==> src/telm_pkg.sv <==
// Constants and types shared by the touch event light mapper
// Operation
// - Group 1 enables: bit 6 wheel touch, 5 clockwise, 4 counter-clockwise, rest buttons.
// - A group event is raised whenever any of its enabled sensor events occurs.
// - Every group 1 enable bit is set independently; any combination works.
// - Segment change needs position hysteresis, percent of wheel maximum, reset code 0x02.
// - The one hysteresis value applies to every segment boundary.
// - Wake-up sequence length takes 1 to 5 successive button touches.
// - Length 0 wakes on any sensor event.
// - Length 6 ignores sensor events; only input pin or host command wakes.
// - Each key pair register: earlier key lower nibble, next key upper nibble.
// - Each auto-lit pin follows the one event or group selected for it.
// - A pin mapped to a group is driven by any enabled event of it.
// - Button or wheel touch pins turn on at touch, off at release.
// - Clockwise pins turn on at clockwise, off at counter-clockwise or release.
// - Counter-clockwise pins turn on at counter-clockwise, off at clockwise or release.
// - Selector values equal to a button index select that button.
// - Selector value 0x0C selects event group 0.
// - Wheel splits into as many equal segments as pins mapped to segments.
// - Lowest pin takes lowest segment; on while its segment touched, off on release.
// - Selector 0x0E selects counter-clockwise rotation, 0x0F clockwise rotation.
package telm_pkg;
   localparam int        NUM_PINS      = 8;
   localparam int        NUM_BTNS      = 12;
   localparam int        POS_W         = 8;
   localparam int        SEL_REGS      = 4;
   localparam int        WK_PAIRS      = 3;
   // Register offsets
   localparam logic [7:0] ADDR_WK_LEN   = 8'h33;
   localparam logic [7:0] ADDR_WK_KEY0  = 8'h34;
   localparam logic [7:0] ADDR_WK_KEY2  = 8'h36;
   localparam logic [7:0] ADDR_SEL_FIRST = 8'h37;
   localparam logic [7:0] ADDR_SEL_LAST = 8'h3a;
   localparam logic [7:0] ADDR_GRP0_HI  = 8'h3b;
   localparam logic [7:0] ADDR_GRP0_LO  = 8'h3c;
   localparam logic [7:0] ADDR_GRP1_HI  = 8'h3d;
   localparam logic [7:0] ADDR_GRP1_LO  = 8'h3e;
   localparam logic [7:0] ADDR_HYST     = 8'h3f;
   // Reset values and masks
   localparam logic [7:0] HYST_RESET    = 8'h02;
   localparam logic [7:0] CFG_RESET     = 8'h00;
   localparam logic [7:0] GRP_HI_MASK   = 8'h7f;
   localparam logic [7:0] NOT_MAPPED    = 8'h00;
   // Enable pair bit positions, {high, low}
   localparam int        EN_WHEEL_BIT  = 14;
   localparam int        EN_SEG_BIT    = 14;
   localparam int        EN_CW_BIT     = 13;
   localparam int        EN_CCW_BIT    = 12;
   // Selector codes
   localparam logic [3:0] SEL_GROUP0    = 4'hc;
   localparam logic [3:0] SEL_GROUP1    = 4'hd;
   localparam logic [3:0] SEL_CCW       = 4'he;
   localparam logic [3:0] SEL_CW        = 4'hf;
   // Wheel and hysteresis
   localparam logic [15:0] WHEEL_POS_MAX = 16'h00ff;
   localparam logic [11:0] POS_SPAN     = 12'h100;
   localparam logic [7:0] HYST_FULL     = 8'h64;
   // Wake-up lengths
   localparam logic [7:0] WK_LEN_ANY    = 8'h00;
   localparam logic [7:0] WK_LEN_EXT    = 8'h06;
   typedef enum logic {WK_IDLE, WK_TRACK} telm_wk_t;
endpackage

==> src/telm_regs.sv <==
// Configuration register file of the mapper
`timescale 1ns/10ps
module telm_regs
   import telm_pkg::*;
(
   input  wire logic                      ref_clk,
   input  wire logic                      rstn,
   input  wire logic                      regWrEn,
   input  wire logic                      regRdEn,
   input  wire logic [7:0]                regAddr,
   input  wire logic [7:0]                regWrData,
   output      logic [7:0]                regRdData,
   output      logic [NUM_PINS-1:0][3:0]  pinSel,
   output      logic [15:0]               grp0En,
   output      logic [15:0]               grp1En,
   output      logic [7:0]                hystCode,
   output      logic [7:0]                wkLen,
   output      logic [WK_PAIRS-1:0][7:0]  wkPairs
);
   typedef struct packed {
      logic [SEL_REGS-1:0][7:0] sel;
      logic [15:0]              g0;
      logic [15:0]              g1;
      logic [7:0]               hyst;
      logic [7:0]               len;
      logic [WK_PAIRS-1:0][7:0] wk;
      logic [7:0]               rd;
   } telm_regs_st_t;

   telm_regs_st_t st_r;
   telm_regs_st_t st_nxt;

   // ==========================================
   // Decode
   always_comb begin
      st_nxt = st_r;
      if (regWrEn) begin
         if (regAddr >= ADDR_SEL_FIRST && regAddr <= ADDR_SEL_LAST) begin
            st_nxt.sel[2'(ADDR_SEL_LAST - regAddr)] = regWrData;
         end else if (regAddr == ADDR_GRP0_HI) begin
            st_nxt.g0[15:8] = regWrData & GRP_HI_MASK;
         end else if (regAddr == ADDR_GRP0_LO) begin
            st_nxt.g0[7:0] = regWrData;
         end else if (regAddr == ADDR_GRP1_HI) begin
            st_nxt.g1[15:8] = regWrData & GRP_HI_MASK;
         end else if (regAddr == ADDR_GRP1_LO) begin
            st_nxt.g1[7:0] = regWrData;
         end else if (regAddr == ADDR_HYST) begin
            st_nxt.hyst = regWrData;
         end else if (regAddr == ADDR_WK_LEN) begin
            st_nxt.len = regWrData;
         end else if (regAddr >= ADDR_WK_KEY0 && regAddr <= ADDR_WK_KEY2) begin
            st_nxt.wk[2'(regAddr - ADDR_WK_KEY0)] = regWrData;
         end
      end
      if (regRdEn) begin
         if (regAddr >= ADDR_SEL_FIRST && regAddr <= ADDR_SEL_LAST) begin
            st_nxt.rd = st_r.sel[2'(ADDR_SEL_LAST - regAddr)];
         end else if (regAddr == ADDR_GRP0_HI) begin
            st_nxt.rd = st_r.g0[15:8];
         end else if (regAddr == ADDR_GRP0_LO) begin
            st_nxt.rd = st_r.g0[7:0];
         end else if (regAddr == ADDR_GRP1_HI) begin
            st_nxt.rd = st_r.g1[15:8];
         end else if (regAddr == ADDR_GRP1_LO) begin
            st_nxt.rd = st_r.g1[7:0];
         end else if (regAddr == ADDR_HYST) begin
            st_nxt.rd = st_r.hyst;
         end else if (regAddr == ADDR_WK_LEN) begin
            st_nxt.rd = st_r.len;
         end else if (regAddr >= ADDR_WK_KEY0 && regAddr <= ADDR_WK_KEY2) begin
            st_nxt.rd = st_r.wk[2'(regAddr - ADDR_WK_KEY0)];
         end else begin
            st_nxt.rd = NOT_MAPPED;
         end
      end
   end

   always_ff @(posedge ref_clk or negedge rstn) begin
      if (!rstn) begin
         st_r      <= '0;
         st_r.hyst <= HYST_RESET;
         st_r.len  <= CFG_RESET;
      end else begin
         st_r <= st_nxt;
      end
   end

   // Selector bytes run from pins 7:6 at 0x37 down to pins 1:0 at 0x3a, odd pin in the upper nibble
   assign pinSel    = st_r.sel;
   assign grp0En    = st_r.g0;
   assign grp1En    = st_r.g1;
   assign hystCode  = st_r.hyst;
   assign wkLen     = st_r.len;
   assign wkPairs   = st_r.wk;
   assign regRdData = st_r.rd;
endmodule

==> src/telm_segment.sv <==
// Wheel segment tracker with position hysteresis
`timescale 1ns/10ps
module telm_segment
   import telm_pkg::*;
(
   input  wire logic              ref_clk,
   input  wire logic              rstn,
   input  wire logic              scanValid,
   input  wire logic              wheelTouch,
   input  wire logic [POS_W-1:0]  wheelPos,
   input  wire logic [3:0]        segCount,
   input  wire logic [7:0]        hystCode,
   output      logic [2:0]        segIdx,
   output      logic              segActive
);
   typedef struct packed {
      logic [2:0] seg;
      logic       active;
   } telm_seg_st_t;

   telm_seg_st_t st_r;
   telm_seg_st_t st_nxt;

   function automatic logic [10:0] segBound(input logic [3:0] k, input logic [3:0] n);
      logic [11:0] prod;
      prod = 12'(k) * POS_SPAN;
      segBound = (n == 4'h0) ? 11'h000 : 11'(prod / 12'(n));
   endfunction

   logic [2:0]  cand;
   logic [10:0] hyst;
   logic [10:0] pos;
   logic [7:0]  hClamp;

   // ==========================================
   // Segment choice
   always_comb begin
      pos    = 11'(wheelPos);
      hClamp = (hystCode > HYST_FULL) ? HYST_FULL : hystCode;
      hyst   = 11'((16'(hClamp) * WHEEL_POS_MAX) / 16'(HYST_FULL));
      cand   = 3'h0;
      for (int k = 1; k < NUM_PINS; k++) begin
         if (4'(k) < segCount && pos >= segBound(4'(k), segCount)) begin
            cand = 3'(k);
         end
      end
      st_nxt = st_r;
      if (scanValid) begin
         if (!wheelTouch || segCount == 4'h0) begin
            st_nxt.active = 1'b0;
         end else if (!st_r.active || 4'(st_r.seg) >= segCount) begin
            st_nxt.active = 1'b1;
            st_nxt.seg    = cand;
         end else if (cand > st_r.seg) begin
            // Same margin on every boundary keeps a finger on a seam from flicking
            if (pos >= segBound(4'(st_r.seg) + 4'h1, segCount) + hyst) begin
               st_nxt.seg = cand;
            end
         end else if (cand < st_r.seg) begin
            if (pos + hyst < segBound(4'(st_r.seg), segCount)) begin
               st_nxt.seg = cand;
            end
         end
      end
   end

   always_ff @(posedge ref_clk or negedge rstn) begin
      if (!rstn) begin
         st_r <= '0;
      end else begin
         st_r <= st_nxt;
      end
   end

   assign segIdx    = st_r.seg;
   assign segActive = st_r.active;
endmodule

==> src/telm_top.sv <==
// Touch event to auto-light pin mapper and wake-up sequence matcher
`timescale 1ns/10ps
module telm_top
   import telm_pkg::*;
(
   input  wire logic                 ref_clk,
   input  wire logic                 rstn,
   input  wire logic                 regWrEn,
   input  wire logic                 regRdEn,
   input  wire logic [7:0]           regAddr,
   input  wire logic [7:0]           regWrData,
   output      logic [7:0]           regRdData,
   input  wire logic                 scanValid,
   input  wire logic [NUM_BTNS-1:0]  btnTouch,
   input  wire logic                 wheelTouch,
   input  wire logic                 rotCw,
   input  wire logic                 rotCcw,
   input  wire logic [POS_W-1:0]     wheelPos,
   input  wire logic                 gpiWake,
   input  wire logic                 hostWakeCmd,
   output      logic [NUM_PINS-1:0]  lightOn,
   output      logic                 wakeUp
);
   typedef struct packed {
      logic [NUM_BTNS-1:0] btn;
      logic                wheel;
      logic                cw;
      logic                ccw;
      logic [NUM_PINS-1:0] light;
      telm_wk_t            wk;
      logic [2:0]          wkIdx;
      logic                wake;
   } telm_top_st_t;

   telm_top_st_t st_r;
   telm_top_st_t st_nxt;

   logic [NUM_PINS-1:0][3:0] pinSel;
   logic [15:0]              grp0En;
   logic [15:0]              grp1En;
   logic [7:0]               hystCode;
   logic [7:0]               wkLen;
   logic [WK_PAIRS-1:0][7:0] wkPairs;
   logic [2:0]               segIdx;
   logic                     segActive;

   // ==========================================
   // Helpers
   function automatic logic [3:0] countOnes(input logic [NUM_PINS-1:0] v);
      countOnes = 4'h0;
      for (int i = 0; i < NUM_PINS; i++) begin
         countOnes = countOnes + 4'(v[i]);
      end
   endfunction

   function automatic logic [3:0] keyAt(input logic [WK_PAIRS-1:0][7:0] pr,
                                        input logic [2:0] i);
      logic [7:0] b;
      b     = pr[2'(i >> 1)];
      keyAt = i[0] ? b[7:4] : b[3:0];
   endfunction

   function automatic logic [3:0] lowestPress(input logic [NUM_BTNS-1:0] v);
      lowestPress = 4'h0;
      for (int i = NUM_BTNS - 1; i >= 0; i--) begin
         if (v[i]) begin
            lowestPress = 4'(i);
         end
      end
   endfunction

   // ==========================================
   // Submodules
   telm_regs u_regs (
      .ref_clk   (ref_clk),
      .rstn      (rstn),
      .regWrEn   (regWrEn),
      .regRdEn   (regRdEn),
      .regAddr   (regAddr),
      .regWrData (regWrData),
      .regRdData (regRdData),
      .pinSel    (pinSel),
      .grp0En    (grp0En),
      .grp1En    (grp1En),
      .hystCode  (hystCode),
      .wkLen     (wkLen),
      .wkPairs   (wkPairs)
   );

   logic [NUM_PINS-1:0] segPin;
   logic [3:0]          segCount;
   logic                segMode;

   telm_segment u_seg (
      .ref_clk    (ref_clk),
      .rstn       (rstn),
      .scanValid  (scanValid),
      .wheelTouch (wheelTouch),
      .wheelPos   (wheelPos),
      .segCount   (segCount),
      .hystCode   (hystCode),
      .segIdx     (segIdx),
      .segActive  (segActive)
   );

   // ==========================================
   // Event groups
   logic [15:0]         ev0;
   logic [15:0]         ev1;
   logic                grp0Hit;
   logic                grp1Hit;
   logic [NUM_BTNS-1:0] newPress;
   logic                anyEvent;
   logic [3:0]          pressKey;

   always_comb begin
      ev0 = '0;
      ev0[NUM_BTNS-1:0] = st_r.btn;
      ev0[EN_CW_BIT]    = st_r.cw;
      ev0[EN_CCW_BIT]   = st_r.ccw;
      ev1 = ev0;
      ev1[EN_WHEEL_BIT] = st_r.wheel;
      // Segment bit is not a level event, so it never feeds the group OR
      grp0Hit = |(ev0 & grp0En);
      grp1Hit = |(ev1 & grp1En);
      // Segment mode only when the segment bit is alone in group 0
      segMode = grp0En[EN_SEG_BIT] &&
                ((grp0En & ~(16'h0001 << EN_SEG_BIT)) == 16'h0000);
      for (int p = 0; p < NUM_PINS; p++) begin
         segPin[p] = segMode && (pinSel[p] == SEL_GROUP0);
      end
      segCount = countOnes(segPin);
      newPress = btnTouch & ~st_r.btn;
      anyEvent = scanValid && ((|newPress) || (wheelTouch && !st_r.wheel) || rotCw || rotCcw);
      pressKey = lowestPress(newPress);
   end

   // ==========================================
   // Next state
   always_comb begin
      st_nxt      = st_r;
      st_nxt.wake = 1'b0;
      if (scanValid) begin
         st_nxt.btn   = btnTouch;
         st_nxt.wheel = wheelTouch;
         if (!wheelTouch) begin
            st_nxt.cw  = 1'b0;
            st_nxt.ccw = 1'b0;
         end else if (rotCw) begin
            st_nxt.cw  = 1'b1;
            st_nxt.ccw = 1'b0;
         end else if (rotCcw) begin
            st_nxt.ccw = 1'b1;
            st_nxt.cw  = 1'b0;
         end
      end
      // Lights follow the registered scan state, one cycle behind it
      for (int p = 0; p < NUM_PINS; p++) begin
         if (pinSel[p] < SEL_GROUP0) begin
            st_nxt.light[p] = st_r.btn[pinSel[p]];
         end else if (pinSel[p] == SEL_GROUP0) begin
            if (segPin[p]) begin
               st_nxt.light[p] = segActive &&
                  (4'(segIdx) == countOnes(segPin & ((8'h01 << p) - 8'h01)));
            end else begin
               st_nxt.light[p] = grp0Hit;
            end
         end else if (pinSel[p] == SEL_GROUP1) begin
            st_nxt.light[p] = grp1Hit;
         end else if (pinSel[p] == SEL_CCW) begin
            st_nxt.light[p] = st_r.ccw;
         end else begin
            st_nxt.light[p] = st_r.cw;
         end
      end
      // Wake-up matching
      if (gpiWake || hostWakeCmd) begin
         st_nxt.wake = 1'b1;
      end
      if (wkLen == WK_LEN_ANY) begin
         st_nxt.wk    = WK_IDLE;
         st_nxt.wkIdx = 3'h0;
         if (anyEvent) begin
            st_nxt.wake = 1'b1;
         end
      end else if (wkLen >= WK_LEN_EXT) begin
         st_nxt.wk    = WK_IDLE;
         st_nxt.wkIdx = 3'h0;
      end else if (scanValid && (|newPress)) begin
         case (st_r.wk)
            WK_IDLE: begin
               if (pressKey == keyAt(wkPairs, 3'h0)) begin
                  if (wkLen == 8'(1)) begin
                     st_nxt.wake = 1'b1;
                  end else begin
                     st_nxt.wk    = WK_TRACK;
                     st_nxt.wkIdx = 3'h1;
                  end
               end
            end
            WK_TRACK: begin
               if (pressKey == keyAt(wkPairs, st_r.wkIdx)) begin
                  if (8'(st_r.wkIdx) + 8'(1) == wkLen) begin
                     st_nxt.wake  = 1'b1;
                     st_nxt.wk    = WK_IDLE;
                     st_nxt.wkIdx = 3'h0;
                  end else begin
                     st_nxt.wkIdx = st_r.wkIdx + 3'h1;
                  end
               end else begin
                  // A wrong key restarts; keeps the matcher simple and strict
                  st_nxt.wk    = WK_IDLE;
                  st_nxt.wkIdx = 3'h0;
               end
            end
            default: begin
               st_nxt.wk = WK_IDLE;
            end
         endcase
      end
   end

   always_ff @(posedge ref_clk or negedge rstn) begin
      if (!rstn) begin
         st_r <= '0;
      end else begin
         st_r <= st_nxt;
      end
   end

   assign lightOn = st_r.light;
   assign wakeUp  = st_r.wake;
endmodule

==> config.mk <==
export PLATFORM = sky130hd
export DESIGN_NAME = telm_top
export DESIGN_NICKNAME = d
export VERILOG_FILES = /design/src/telm_pkg.sv /design/src/telm_regs.sv /design/src/telm_segment.sv /design/src/telm_top.sv
export SDC_FILE = /design/constraint.sdc
export NUM_CORES = 1
export LEC_CHECK = 0
export BUFFER_PORTS_ARGS = -buffer_cell sky130_fd_sc_hd__buf_4
export CORE_MARGIN = 4
export CORE_UTILIZATION = 49
export DETAILED_ROUTE_END_ITERATION = 6
export PLACE_DENSITY = 0.67
export RECOVER_POWER = 50
export SYNTH_ARGS = -nofsm -noshare
export SYNTH_HDL_FRONTEND = slang
export SYNTH_SLANG_ARGS = --single-unit
==> constraint.sdc <==
create_clock -name ref_clk -period 32 [get_ports ref_clk]
set_input_delay 0 -clock ref_clk [delete_from_list [all_inputs] [get_ports ref_clk]]
set_output_delay 0 -clock ref_clk [all_outputs]
set_load 0.1 [all_outputs]
==> key figures, run 1 <==
Outcome
  • Outcome: finished with violations
  • Failing checks: capacitance limit, slew limit

Cells and area
  • Commonest non-fill, non-tap cell in the layout: nor2_1
  • ANT cells: 0
  • Post-route cell area: around 39000 um^2
  • Layout area overhead: 5.17%
  • Layout Utilization: around 52%
  • Share of cells above drive strength 1: slightly above 10%
  • Most frequent cells in the layout: 423 x nor2_1, 397 x ha_1, 348 x nand2_1
  • Final net count: 5347

Power
  • P_leak: approximately 16 nW
  • Sw Pwr: approximately 1.4 mW
  • Net Sw Frac: about 53%
  • Power Internal: 1.22 mW
  • Combinational Power Share: a little over four fifths
  • Clock Power Share: 7.7%
  • Max IR drop VDD: 274 uV
  • Seq pwr share: approximately 8%
  • Pwr per Cell Area: between 60 and 70 nW/um^2
  • Tot Pwr: ~2.6 mW

Worst setup path
  • Max Fanout on Critical Path: 29
  • Crit path top cell by count: ha_1
  • Slowest CP cell: or4_1
  • Worst r2r dst: u_seg.segIdx[2]
  • Flop-to-flop setup slack: about 2.6 ns
  • Critical path class: reg2reg
  • CP Data Required Time: between 30 and 40 ns
  • CP max stage delay: 0.72 ns
  • Cells on worst reg2reg path: around 130
  • Arr. time, crit path: about 30 ns
  • Worst setup path end: u_seg.segIdx[2]
  • CP Capture Type: flip-flop
  • Nature of the critical path startpoint: flip-flop
  • Critical path startpoint: u_regs.grp0En[6]
  • Worst R2R Start: u_regs.grp0En[6]

CTS
  • Clk_lat worst skew: between 0.4 and 0.5 ns
  • Number of clock sinks: approximately 140
  • CTS Buffer Depth: 2
  • Num CTS Buffers: 17
  • Root Buffer: clkbuf_16
  • CTS tree: built
  • Postcts setup bufs: 0
  • CTS HTree Levels: 4
  • Worst-path clk slew: 0.07 ns

Die
  • Core area: around 75000 um^2
  • FP Rows: 100
  • Die Height: ~280 um
  • Die area: 80500 um^2
  • Chip width: between 200 and 300 um
  • Ports: 63
  • Initial core utilization: between 40% and 50%

Global route
  • GRT met1 Usage: 35.1%
  • GRT overflow: 0
  • Maximum number of pins on one net before global-route repair: a little under 80
  • GRT busiest layer: met2
  • Global-route wire length before repair: about 180 mm
  • Met2 Use GR: 44.1%
  • Vias in the first global route: around 35000
  • Initial antenna violation count: 0
  • Met3 Use GR: 2.97%
  • GR Util All Layers: about a quarter

Placement
  • Routability cong.: ~0.9
  • HPWL Detailed: approximately 82 mm
  • Port bufs: 62
  • Dpl ws: between 2 and 3 ns
  • Area after DPL: 38400 um^2

Route
  • DR pass1 iterations: 6
  • Vias per cell: roughly 6.5
  • Post-route DRC: 0
  • Antenna Violating Nets Remaining: 0
  • DRT Wirelength: about 110 mm
  • Routed length per instance: roughly 19 um
  • DRT iter0 DRCs: around 3200
  • Via count: 38000

Timing
  • Skew final: 0.0127 ns
  • Pins Over Slew Limit: 145
  • Final Hold Viols: 0
  • Peak Freq: approximately 34 MHz
  • Final worst path period need: roughly 29 ns
  • Final WS setup: 2.63 ns
  • Max-slew headroom: -178%
  • Final period utilization: 91.8%
  • RSZ-0062 raised after global routing: false
  • Final setup fails: 0
  • Measured slew at the worst slew-check pin: roughly 4.2 ns
  • Setup TNS Final: 0 ns

Yosys
  • Sequential share of the synthesized area: under 10%
  • Mapped Area: between 30000 and 40000 um^2
  • Post-synth EDFFs: 0
  • Ys Warns: 0
  • Synth unique cells: ~130
  • Synth Flop Type: dfrtp_1
  • Gate count of the mapped netlist: just under 5000
  • Post-synth ARST share: 100%
  • Number of synthesized register bits: 142
  • Syn_area_per_cell: around 7.6 um^2

Min path
  • Hold Path Class: in2reg
  • Worst Hold Depth: 2

Run
  • Max-cap viol count: 2
cell usage after synthesis (50+ instances only):
cell type	number	share of area [%]
nor3_1	169	2.3
and2_1	67	1.1
or3_1	58	0.97
nand2_1	350	3.5
mux2_2	195	5.9
xor2_1	83	2.0
o21a_1	104	2.1
a21oi_1	338	4.5
a31oi_1	53	0.89
clkbuf_1	147	1.5
nor2_1	424	4.3
mux2i_1	102	2.7
inv_1	187	1.9
o31ai_1	50	1.0
xnor2_1	120	2.8
a211oi_1	65	1.3
a21o_1	104	2.1
nand2b_1	159	2.7
nor2b_1	120	2.0
nand3_1	159	2.1
o211ai_1	63	1.3
o21ai_0	303	4.1
ha_1	400	13
dfrtp_1	141	9.5
worst min-delay path by stage:
stage | from | to | slack [ns]
2_1_floorplan | rstn | ev0[0] | -0.30
3_3_place_gp | rstn | st_r[2] | 0.03
3_5_place_dp | rstn | st_r[2] | 0.04
4_1_cts | regWrData[6] | u_regs.wkPairs[6] | 0.0002
5_1_grt | regWrData[6] | u_regs.wkPairs[6] | 0.009
6_report | regWrData[6] | u_regs.wkPairs[6] | 0.02
worst max-delay path, delay by kind of cell (launching register included):
family | cells | cell delay [ns]
AO/OA/AOI/OAI | 49 | 9.70
XOR/XNOR | 2 | 0.40
adder cells (fa/ha/maj) | 22 | 6.97
buffers and inverters | 8 | 0.75
flip-flops | 1 | 0.42
multiplexers | 8 | 2.24
AND/OR/NAND/NOR | 36 | 8.73
metal layers:
layer | vias to the layer above | routed length (um)
met5 | - | 0
met4 | 0 | 2840
met3 | 194 | 6820
met2 | 1286 | 51000
met1 | 17900 | 49500
li1 | 18500 | -
state kept, by name (all words and copies together) (netlist names), 3 cells and up:
register          flops
u_regs.pinSel        32
u_regs.wkPairs       24
u_regs.grp0En        15
u_regs.grp1En        15
ev0                  14
lightOn               8
u_regs.hystCode       8
u_regs.regRdData      8
u_regs.wkLen          8
st_r                  4
u_seg.segIdx          3
through the flow:
stage          std cells  hold slack (ns)
2_1_floorplan       4927           -0.296
3_3_place_gp        5786           0.0331
3_5_place_dp        5786           0.0371
4_1_cts             5847         0.000210
5_1_grt             5847          0.00889
6_report            5847           0.0210
cells by family (layout without fill, tap and decap cells):
logic type	after synthesis	count (layout)	share of synthesized area [%]
AND/OR/NAND/NOR	1810	1810	25.0
AO/OA/AOI/OAI	1578	1578	29.0
adder cells (fa/ha/maj)	443	443	15.5
buffers and inverters	388	339	4.16
multiplexers	353	353	11.9
XOR/XNOR	205	205	4.89
flip-flops	142	142	9.54
other	1	8	0.0101
repair_timing:
item                                    in CTS  in global routing
endpoints found under the hold margin      125                  0
gates resized for setup                      0                  1
endpoints found under the setup margin       0                  2
hold buffers                                29                  0
power by group through the flow:
| stage | clock network, mW | logic [mW] | registers (mW) |
|---|---|---|---|
| global route | 0.212 | 2.54 | 0.207 |
| finish | 0.201 | 2.20 | 0.206 |
| global placement | 0 | 2.14 | 0.208 |
| detailed placement | 0 | 2.19 | 0.209 |
| CTS | 0.203 | 2.21 | 0.205 |
| floorplan | 0 | 1.77 | 0.199 |
area by class of cell:
class / count / area [um^2]
Timing Repair Buffer: 119 / 891
Tap cell: 969 / 1210
Clock buffer: 17 / 425
Multi-Input combinational cell: 4397 / 32200
Clock inverter: 15 / 166
Sequential cell: 142 / 3550
Fill cell: 7250 / 35700
Inverter: 188 / 711
Power figures use the tool's default switching activity.
==> run 2: changes to the inputs <==
==> constraint.sdc (replaced) <==
create_clock -name ref_clk -period 32 [get_ports ref_clk]
set_input_delay 6.4 -clock ref_clk [delete_from_list [all_inputs] [get_ports ref_clk]]
set_output_delay 6.4 -clock ref_clk [all_outputs]
set_load 0.1 [all_outputs]
==> key figures, run 2 (synthesis gave the netlist of run 1 again) <==
Timing
  • Max-slew headroom: -178%
  • Measured slew at the worst slew-check pin: 4.17 ns
  • Final period utilization: approximately nine tenths
  • Pins Over Slew Limit: ~150
  • Final Hold Viols: 0
  • Setup TNS Final: 0 ns
  • Skew final: between 0.01 and 0.015 ns
  • Peak Freq: between 30 and 40 MHz
  • Final setup fails: 0
  • Final worst path period need: between 20 and 30 ns
  • RSZ-0062 raised after global routing: false

Placement
  • Area after DPL: 38400 um^2
  • DP Cell Count: roughly 5800
  • HPWL Detailed: about 82 mm
  • Port bufs: 62
  • Routability cong.: approximately 0.90

Worst setup path
  • CP max stage delay: around 0.72 ns
  • Crit path top cell by count: ha_1
  • CP Data Required Time: 32.31 ns
  • Max Fanout on Critical Path: 29
  • Cells on worst reg2reg path: between 100 and 150
  • Critical path startpoint: u_regs.grp0En[6]
  • Worst r2r dst: u_seg.segIdx[2]
  • CP Capture Type: flip-flop
  • Nature of the critical path startpoint: flip-flop
  • Critical path class: reg2reg
  • Flop-to-flop setup slack: approximately 2.6 ns
  • Arr. time, crit path: 29.73 ns
  • Worst R2R Start: u_regs.grp0En[6]
  • Slowest CP cell: or4_1

Die
  • Core area: roughly 75000 um^2
  • Die area: about 80000 um^2
  • FP Rows: 100
  • Ports: between 60 and 70
  • Chip width: 284 um
  • Die Height: about 280 um
  • Initial core utilization: 49.7%

Outcome
  • Failing checks: capacitance limit, slew limit
  • Outcome: finished with violations

Cells and area
  • Post-route cell area: between 30000 and 40000 um^2
  • ANT cells: 0
  • Most frequent cells in the layout: 423 x nor2_1, 397 x ha_1, 348 x nand2_1
  • Commonest non-fill, non-tap cell in the layout: nor2_1
  • Layout Utilization: a little over 50%
  • Largest register FFs: 32
  • Layout area overhead: 4.38%
  • Share of cells above drive strength 1: about a tenth
  • Final net count: 5318
  • Final Non-Filler Cells: just under 6000

CTS
  • Postcts setup bufs: 0
  • Number of clock sinks: ~140
  • CTS Buffer Depth: 2
  • CTS tree: built
  • CTS HTree Levels: 4
  • Hold Buf Count CTS: 0
  • Worst-path clk slew: 0.07 ns
  • Cts repair resizes: 0
  • Num CTS Buffers: 17
  • Clk_lat worst skew: roughly 0.43 ns
  • Root Buffer: clkbuf_16

Route
  • Vias per cell: 6.51
  • Routed length per instance: approximately 19 um
  • DR pass1 iterations: 6
  • Via count: 37800
  • DRT iter0 DRCs: 3156
  • Post-route DRC: 0
  • DRT Wirelength: 110 mm
  • Antenna Violating Nets Remaining: 0

Min path
  • Hold Path Class: reg2reg
  • Worst Hold Depth: 1
  • WHS Endpoint: u_regs.regRdData[1]
  • Worst hold start: u_regs.regRdData[1]

Power
  • P_leak: 16.0 nW
  • Max IR drop VDD: 277 uV
  • Pwr per Cell Area: approximately 67 nW/um^2

Global route
  • Vias in the first global route: approximately 35000
  • Initial antenna violation count: 0
  • GR Util All Layers: 25.9%
  • GRT overflow: 0
  • Global-route wire length before repair: approximately 180 mm
  • Maximum number of pins on one net before global-route repair: 77

Run
  • Max-cap viol count: 2
==> run 2: cell types whose count changed in the layout (fill, tap and decap cells not counted) <==
cell,change
dlygate4sd3_1,-29
mux2_1,-1
mux2_2,+1
o21ai_0,+1
o21ai_2,-1
==> run 2: how the worst max path moves through the flow <==
stage / end / slack, ns
6_report: u_seg.segIdx[2] / 2.59
5_1_grt: u_seg.segIdx[2] / 0.05
4_1_cts: u_seg.segIdx[2] / 2.79
3_5_place_dp: u_seg.segIdx[2] / 2.85
3_3_place_gp: u_seg.segIdx[1] / 3.76
2_1_floorplan: u_seg.segIdx[1] / 3.00
==> run 2: per-stage QoR <==
stage          hold slack [ns]  worst slack (ns)  power, mW
3_3_place_gp             0.499              3.76       2.35
3_5_place_dp             0.500              2.85       2.40
2_1_floorplan            0.494              3.00       1.97
5_1_grt                  0.524            0.0479       2.95
6_report                 0.507              2.59       2.61
4_1_cts                  0.517              2.79       2.61
==> run 2: power breakdown <==
group	internal, mW	switching [mW]	total [mW]	leakage, nW
sequential	0.188	0.0179	0.206	1.91
combinational	0.924	1.28	2.20	13.8
clock	0.111	0.0902	0.202	0.294
total	1.22	1.38	2.61	16.0
==> run 2: layout make-up <==
| class | instances | area [um^2] |
|---|---|---|
| Inverter | 188 | 711 |
| Fill cell | 7290 | 36000 |
| Tap cell | 969 | 1210 |
| Sequential cell | 142 | 3550 |
| Timing Repair Buffer | 90 | 601 |
| Clock buffer | 17 | 425 |
| Clock inverter | 15 | 166 |
| Multi-Input combinational cell | 4397 | 32200 |
==> run 2: metal layers <==
layer,up-vias,routed length [um],global-route usage (%)
li1,18500,-,-
met1,17900,49600,35.0
met2,1269,50900,43.9
met3,166,6790,2.85
met4,0,2620,6.63
met5,-,0,0
==> run 2: critical path, delay by kind of cell, from the launching register on <==
family	cells	cell delay (ns)
flops	1	0.41
mux	8	2.24
fa+ha+maj	22	6.97
compound gates	49	9.66
buf+inv	8	0.81
xor+xnor	2	0.39
simple gates	36	8.73
